File: config.mk
export PLATFORM = sky130hd
export DESIGN_NAME = cvt_device_flat
export DESIGN_NICKNAME = d
export VERILOG_FILES = /design/src/hw/cvt_pkg.sv /design/src/hw/cvt_link_if.sv /design/src/hw/cvt_device.sv /design/src/flat_wrapper.sv
export SDC_FILE = /design/constraint.sdc
export NUM_CORES = 1
export LEC_CHECK = 0
export ABC_AREA = 1
export BUFFER_PORTS_ARGS = -buffer_cell sky130_fd_sc_hd__buf_2
export CAP_MARGIN = 0
export CORE_MARGIN = 4
export CORE_UTILIZATION = 52
export DETAILED_ROUTE_END_ITERATION = 7
export HOLD_SLACK_MARGIN = 0.12
export PLACE_DENSITY_LB_ADDON = 0.25
export SLEW_MARGIN = 20
export SYNTH_ARGS = -nofsm -noshare
export SYNTH_HDL_FRONTEND = slang
export SYNTH_SLANG_ARGS = --single-unit
File: constraint.sdc
create_clock -name pclk -period 1.7 [get_ports pclk]
set_clock_uncertainty 0.2 [all_clocks]
set_input_delay 0.085 -clock pclk [delete_from_list [all_inputs] [get_ports pclk]]
set_output_delay 0.085 -clock pclk [all_outputs]
set_load 0.02 [all_outputs]
File: src/hw/cvt_pkg.sv
// Shared constants and types for the converter control block.
// Assumes a 100 MHz pclk; all times but START_LOW_MAX_NS are turned into cycle counts here.
package cvt_pkg;
    localparam int CLK_NS = 10;
    localparam int CONV_MAX_NS = 725;
    localparam int ACQ_MIN_NS = 465;
    localparam int START_LOW_MIN_NS = 40;
    localparam int START_LOW_MAX_NS = 60;
    localparam int NAP_LOW_MIN_NS = 750;
    localparam int WAKE_MAX_NS = 1000000;
    localparam int POR_NS = 1000;
    // Conversion time rounds down, all other times round up
    localparam int CONV_CYC = CONV_MAX_NS / CLK_NS;
    localparam int ACQ_CYC = (ACQ_MIN_NS + CLK_NS - 1) / CLK_NS;
    localparam int START_HIGH_CYC = (START_LOW_MIN_NS + CLK_NS - 1) / CLK_NS;
    localparam int NAP_LOW_CYC = (NAP_LOW_MIN_NS + CLK_NS - 1) / CLK_NS;
    localparam int WAKE_CYC = (WAKE_MAX_NS + CLK_NS - 1) / CLK_NS;
    localparam int POR_CYC = (POR_NS + CLK_NS - 1) / CLK_NS;
    localparam int NUM_CH = 4;
    localparam int CNT_W = 20;
    // Power mode field encodings, bits [1:0]
    localparam logic [1:0] POWER_MODE_FIELD_NORMAL = 2'h0;
    localparam logic [1:0] POWER_MODE_FIELD_DOWN = 2'h3;
    // Device control bits after reset: band-gap and buffer enabled
    localparam logic [3:0] CHANNEL_SLEEP_REGISTER_RST = 4'h0;
    localparam logic BANDGAP_EN_RST = 1'b1;
    localparam logic BUFFERED_REFERENCE_PIN_EN_RST = 1'b1;
    // Host register offsets on APB
    localparam logic [11:0] REG_CTRL = 12'h000;
    localparam logic [11:0] REG_CFG = 12'h004;
    localparam logic [11:0] REG_STAT = 12'h008;
    localparam logic [11:0] REG_CNT = 12'h00c;
    typedef enum logic [2:0] {
        CVT_POR, CVT_IDLE, CVT_CONV, CVT_NAP, CVT_PDOWN
    } cvt_state_e;
    typedef enum logic [2:0] {
        HST_WAKE, HST_READY, HST_HIGH, HST_WAITB, HST_LOW, HST_PD
    } cvt_hst_e;
endpackage

File: src/hw/cvt_link_if.sv
// Pins between host controller and converter control.
// Assumes both ends run on the same pclk.
`timescale 1ns/1ns
`default_nettype none
interface cvt_link_if;
    logic conversion_start_pin;
    logic power_down_pin;
    logic busy;
    modport device (input conversion_start_pin, input power_down_pin, output busy);
    modport host (output conversion_start_pin, output power_down_pin, input busy);
endinterface
`default_nettype wire

File: src/hw/cvt_device.sv
// Converter control: conversion timing, nap, power-down, sleep, references.
// Assumes pins synchronous to pclk; power-on reset seen via por_event input.
//
// Added by the designer: the address map and the APB slave port.
`timescale 1ns/1ns
`default_nettype none
module cvt_device
    import cvt_pkg::*;
#(
    parameter int NCH = NUM_CH
) (
    input wire logic pclk,
    input wire logic presetn,
    cvt_link_if.device link,
    input wire logic por_event,
    input wire logic [1:0] power_mode_field,
    input wire logic [NCH-1:0] channel_sleep_register,
    input wire logic bandgap_disable,
    input wire logic buffered_reference_pin_disable,
    output logic [NCH-1:0] ch_hold,
    output logic [NCH-1:0] ch_convert,
    output logic [NCH-1:0] ch_standby,
    output logic nap_active,
    output logic pdown_active,
    output logic bandgap_en,
    output logic buffered_reference_pin_en,
    output logic conv_done
);
    typedef struct packed {
        cvt_state_e st;
        logic [CNT_W-1:0] cnt;
        logic start_d;
        logic pd_d;
        logic fld_d;
        logic pd_armed;
        logic busy;
        logic [NCH-1:0] hold;
        logic [NCH-1:0] conv;
        logic [NCH-1:0] sleep;
        logic nap;
        logic pdn;
        logic bg_en;
        logic rb_en;
        logic done;
    } cvt_dev_s;

    cvt_dev_s r_ff, nxt_r;
    logic start_rise, pd_rise, pd_req, glob_rst;
    logic fld_down, fld_rise;

    // Level high now and low in last cycle's copy
    function automatic logic rose_now(input logic now_lvl, input logic was_lvl);
        return now_lvl && !was_lvl;
    endfunction

    assign fld_down = (power_mode_field == POWER_MODE_FIELD_DOWN);
    assign start_rise = rose_now(link.conversion_start_pin, r_ff.start_d);
    // Entering power-down by field counts like a pin rise
    assign fld_rise = rose_now(fld_down, r_ff.fld_d);
    assign pd_rise = rose_now(link.power_down_pin, r_ff.pd_d) || fld_rise;
    assign pd_req = link.power_down_pin || fld_down;
    assign glob_rst = pd_rise && r_ff.pd_armed;

    always_comb begin
        nxt_r = r_ff;
        nxt_r.start_d = link.conversion_start_pin;
        nxt_r.pd_d = link.power_down_pin;
        nxt_r.fld_d = fld_down;
        nxt_r.done = 1'b0;
        nxt_r.bg_en = !bandgap_disable;
        nxt_r.rb_en = !buffered_reference_pin_disable;
        if (pd_rise) begin
            nxt_r.pd_armed = 1'b1;
        end
        if (r_ff.cnt != '0) begin
            nxt_r.cnt = r_ff.cnt - 1'b1;
        end
        if (glob_rst || por_event) begin
            nxt_r = '0;
            nxt_r.st = CVT_POR;
            nxt_r.cnt = CNT_W'(POR_CYC);
            nxt_r.busy = 1'b1;
            nxt_r.start_d = link.conversion_start_pin;
            // Pin history kept so a held pin is no fresh edge
            nxt_r.pd_d = link.power_down_pin;
            nxt_r.fld_d = fld_down;
            nxt_r.bg_en = BANDGAP_EN_RST;
            nxt_r.rb_en = BUFFERED_REFERENCE_PIN_EN_RST;
            nxt_r.sleep = CHANNEL_SLEEP_REGISTER_RST;
        end else begin
            case (r_ff.st)
                CVT_POR: begin
                    if (r_ff.cnt == '0) begin
                        nxt_r.busy = 1'b0;
                        nxt_r.st = pd_req ? CVT_PDOWN : CVT_IDLE;
                        nxt_r.pdn = pd_req;
                    end
                end
                CVT_IDLE, CVT_NAP: begin
                    if (pd_req) begin
                        nxt_r.st = CVT_PDOWN;
                        nxt_r.pdn = 1'b1;
                        nxt_r.nap = 1'b0;
                    end else if (start_rise) begin
                        nxt_r.st = CVT_CONV;
                        nxt_r.hold = ~channel_sleep_register;
                        nxt_r.conv = ~channel_sleep_register;
                        nxt_r.sleep = channel_sleep_register;
                        nxt_r.cnt = CNT_W'(CONV_CYC - 1);
                        nxt_r.busy = 1'b1;
                        nxt_r.nap = 1'b0;
                        nxt_r.pd_armed = 1'b0;
                    end else begin
                        // Sleep pattern follows the register between conversions
                        nxt_r.sleep = channel_sleep_register;
                    end
                end
                CVT_CONV: begin
                    nxt_r.hold = '0;
                    if (r_ff.cnt == '0) begin
                        nxt_r.busy = 1'b0;
                        nxt_r.conv = '0;
                        nxt_r.done = 1'b1;
                        if (pd_req) begin
                            nxt_r.st = CVT_PDOWN;
                            nxt_r.pdn = 1'b1;
                        end else if (link.conversion_start_pin) begin
                            nxt_r.st = CVT_NAP;
                            nxt_r.nap = 1'b1;
                        end else begin
                            nxt_r.st = CVT_IDLE;
                        end
                    end
                end
                CVT_PDOWN: begin
                    if (!pd_req) begin
                        nxt_r.st = CVT_IDLE;
                        nxt_r.pdn = 1'b0;
                    end
                end
                default: nxt_r.st = CVT_IDLE;
            endcase
        end
    end

    always_ff @(posedge pclk or negedge presetn) begin
        if (!presetn) begin
            // Power-on state: busy high while the reset timer runs
            r_ff <= '{st: CVT_POR, cnt: CNT_W'(POR_CYC), busy: 1'b1,
                      sleep: CHANNEL_SLEEP_REGISTER_RST, bg_en: BANDGAP_EN_RST,
                      rb_en: BUFFERED_REFERENCE_PIN_EN_RST, default: '0};
        end else begin
            r_ff <= nxt_r;
        end
    end

    assign link.busy = r_ff.busy;
    assign ch_hold = r_ff.hold;
    assign ch_convert = r_ff.conv;
    // Power-down puts every channel in standby
    // per-channel standby
    assign ch_standby = r_ff.sleep | {NCH{r_ff.pdn}};
    assign nap_active = r_ff.nap;
    assign pdown_active = r_ff.pdn;
    assign bandgap_en = r_ff.bg_en;
    assign buffered_reference_pin_en = r_ff.rb_en;
    assign conv_done = r_ff.done;
endmodule
`default_nettype wire

File: src/flat_wrapper.sv
// flat-port wrapper written by rule: the top's interface ports become plain ports
module cvt_device_flat import cvt_pkg::*;
#(
    parameter int NCH = NUM_CH
)
  (pclk, presetn, por_event, power_mode_field, channel_sleep_register, bandgap_disable, buffered_reference_pin_disable, ch_hold, ch_convert, ch_standby, nap_active, pdown_active, bandgap_en, buffered_reference_pin_en, conv_done, link_conversion_start_pin, link_power_down_pin, link_busy);
  cvt_link_if link_i ();
  input wire logic pclk;
  input wire logic presetn;
  input wire logic por_event;
  input wire logic [1:0] power_mode_field;
  input wire logic [NCH-1:0] channel_sleep_register;
  input wire logic bandgap_disable;
  input wire logic buffered_reference_pin_disable;
  output logic [NCH-1:0] ch_hold;
  output logic [NCH-1:0] ch_convert;
  output logic [NCH-1:0] ch_standby;
  output logic nap_active;
  output logic pdown_active;
  output logic bandgap_en;
  output logic buffered_reference_pin_en;
  output logic conv_done;
  input wire logic [$bits(link_i.conversion_start_pin)-1:0] link_conversion_start_pin;
  input wire logic [$bits(link_i.power_down_pin)-1:0] link_power_down_pin;
  output wire logic [$bits(link_i.busy)-1:0] link_busy;
  assign link_i.conversion_start_pin = link_conversion_start_pin;
  assign link_i.power_down_pin = link_power_down_pin;
  assign link_busy = link_i.busy;
  cvt_device #(.NCH(NCH)) u_core (.pclk(pclk), .presetn(presetn), .link(link_i), .por_event(por_event), .power_mode_field(power_mode_field), .channel_sleep_register(channel_sleep_register), .bandgap_disable(bandgap_disable), .buffered_reference_pin_disable(buffered_reference_pin_disable), .ch_hold(ch_hold), .ch_convert(ch_convert), .ch_standby(ch_standby), .nap_active(nap_active), .pdown_active(pdown_active), .bandgap_en(bandgap_en), .buffered_reference_pin_en(buffered_reference_pin_en), .conv_done(conv_done));
endmodule
==> impl_metrics.tcl <==
set metrics [dict create \
    finalSetupViolations 27 \
    clock_sinks 45 \
    start_util_pct 54.9 \
    initialDrtViolationCount 218 \
    peakVddDrop_mv 0.609 \
    crit_path_start_kind "flip-flop" \
    yosys_warnings 0 \
    cts_tree "yes" \
    die_area_mm2 0.00585 \
    ys.flop_type "dfrtp_1" \
    insertion_delay_ns 0.31 \
    setup_slack_ns -0.127 \
    syn-cell-area_mm2 0.00244 \
    worstHoldPathType "primary input to flip-flop" \
    worst_pin_slew_ns 0.317 \
    hold_viol 0 \
    h-tree-depth 2 \
    ys_ff_latch 45 \
    slew_violations 0 \
    cts_root_buf "clkbuf_8" \
    ant_nets 0 \
    largest-register "u_core.r_ff" \
    cp-end-kind "flip-flop" \
    synth-edff-count 0 \
    violations "negative setup slack" \
    avgRoutedWirePerCell_um 15.0 \
    cp_max_fo 6 \
    syn_area_per_cell_um2 8.38 \
    rsz0062_at_grt "yes" \
    status "finished, violations left" \
    wl_um 6440 \
    numCtsBuffers 5 \
    synthCells 291 \
    p_clk_share_pct 32.7 \
    crit_type "flip-flop to flip-flop" \
    cellInternalPower_mw 1.84 \
    first_pass_iters 6 \
    dp_hpwl_um 3690 \
    antenna_found_initial 0 \
    ios 31 \
    layout_min_cycle_time_ns 1.83 \
    drv_cap 0 \
    ys_seq_area_share_pct 46.5 \
    final_common_cell "nand2_1" \
    fmax_mhz 547 \
    antenna_cells 0 \
    fin_tns_setup_ns -1.87 \
    holdWs_ns 0.139 \
    area_growth_pct 39.4 \
    dieWidth_um 76.5 \
    clkTransAtPathRegs_ns 0.09 \
    grt-ovfl-total 0 \
    syn-num-nets 305 \
    synth_cell_types 34 \
    power.share.combinational_pct 21.9 \
    track_usage_pct 20.1 \
    most-common-layout-cells "nand2_1, dfrtp_1, buf_4" \
    power_switching_uw 761 \
    drive_gt1_share_pct 41.9 \
    cp_data_arrival_time_ns 1.86 \
    relSlewSlack_pct 78.8 \
    grt_pass1_wl_um 9530 \
    cp_data_required_time_ns 1.73 \
    p_sw_share_pct 29.3 \
    fp-row-count 24 \
    clk_path_buf_depth 2 \
    vias_per_cell 5.35 \
    pwr-share-seq_pct 45.4 \
    coreArea_mm2 0.00444 \
    layout.nets 390 \
    async_reset_ff_share_pct 100 \
    grt_max_degree 26 \
    die_y_um 76.5 \
    portBuffers 30 \
    power_leakage_nw 1.79 \
    gp_congestion 0.838 \
    power.density_mw_per_mm2 765 \
    largest_reg_flops 31 \
    grt_pass1_vias 2022 \
    drc 0 \
    fin_crit_sh_pct 107 \
    vias 2296 \
]
==> stage by stage <==
stage                     std cells  area, um^2  total power [mW]  utilization (%)  setup slack, ns
after global routing            429        3400              2.72             76.5           -0.195
after global placement          395        2830              1.63             63.7          -0.0434
after floorplan                 291        2440              1.48                -           0.0126
after CTS                       420        3140              2.51             70.6          -0.0527
after detailed placement        395        2830              1.64             63.7          -0.0736
final                           429        3400              2.60             76.5           -0.127
==> synthesized netlist by cell type (2+ instances only) <==
library cell | n | share of area (%)
nand2_1 | 59 | 9.1
buf_4 | 9 | 2.8
xor2_1 | 9 | 3.2
nand4_1 | 4 | 1.0
nor3_1 | 7 | 1.4
dfstp_2 | 6 | 6.5
nand3_1 | 18 | 3.7
nor3_4 | 2 | 1.3
nand2_2 | 3 | 0.77
nor2_1 | 38 | 5.8
dfrtp_1 | 39 | 40
inv_1 | 30 | 4.6
nor2_4 | 6 | 2.8
o21ai_0 | 10 | 2.1
nor3_2 | 3 | 1.2
o211ai_1 | 4 | 1.2
inv_2 | 3 | 0.46
a21oi_1 | 8 | 1.6
mux2_2 | 4 | 1.8
o21ai_1 | 9 | 1.8
nor2_2 | 3 | 0.77
or2_2 | 5 | 1.3
==> power groups by stage <==
stage	Clock, mW	Sequential, mW	Combinational, mW
5_1_grt	0.917	1.18	0.621
3_3_place_gp	0	1.19	0.440
6_report	0.850	1.18	0.569
2_1_floorplan	0	1.20	0.285
4_1_cts	0.851	1.17	0.485
3_5_place_dp	0	1.19	0.447
==> repair_timing <==
action | 4_1_cts | 5_1_grt
hold buffers | 15 | 1
hold endpoints to repair | 67 | 1
resized for setup | 8 | 54
setup buffers | 1 | 9
pin swaps | 7 | 14
endpoints found under the setup margin | 18 | 38
gates cloned | 1 | 0
==> cell type report <==
| type | count | area (um^2) |
|---|---|---|
| clock buffers | 7 | 86.3 |
| clock inverters | 1 | 30.0 |
| fillers | 288 | 1050 |
| inverters | 33 | 129 |
| multi-input cells | 203 | 1290 |
| flip-flops and latches | 45 | 1130 |
| well taps | 52 | 65.1 |
| repair buffers | 88 | 661 |
==> path summary, 6_finish.rpt <==
path	from	end	slack, ns	cells after the start
max in group asynchronous	presetn	u_core.buffered_reference_pin_en	0.18	4
max	u_core.r_ff[31]	u_core.r_ff[28]	-0.13	8
min	link_power_down_pin	u_core.r_ff[43]	0.14	6
min reg2reg	u_core.ch_hold[2]	u_core.ch_hold[2]	0.28	2
max reg2reg	u_core.r_ff[31]	u_core.r_ff[28]	-0.13	8
min in group asynchronous	presetn	u_core.conv_done	0.60	3
==> worst max-delay path, stage by stage (launching register included) <==
cell	delay, ns
dfrtp_1	0.40
nor2_2	0.16
nand2_1	0.14
nor2_4	0.21
buf_4	0.16
nand3_4	0.12
buf_4	0.16
nand3_1	0.09
o211ai_1	0.10
==> cell families after synthesis <==
family          count (synthesis)  share of synthesized area [%]
buf+inv                        44                           8.52
mux                             4                           1.85
compound gates                 33                           7.39
xor+xnor                        9                           3.23
simple gates                  155                           32.0
flops                          45                           46.5
fa+ha+maj                       1                          0.513
==> layer usage <==
metal  part of all wire (%)  up-vias  wire length (um)  track usage, %
met1                     44     1067              2810            27.9
met3                    7.4       19               474            5.44
met2                     47      107              3000            30.3
met4                    2.5        0               158            6.52
met5                      0        -                 0               0
li1                       -     1103                 -               -
(Power assumes the default switching activity.)
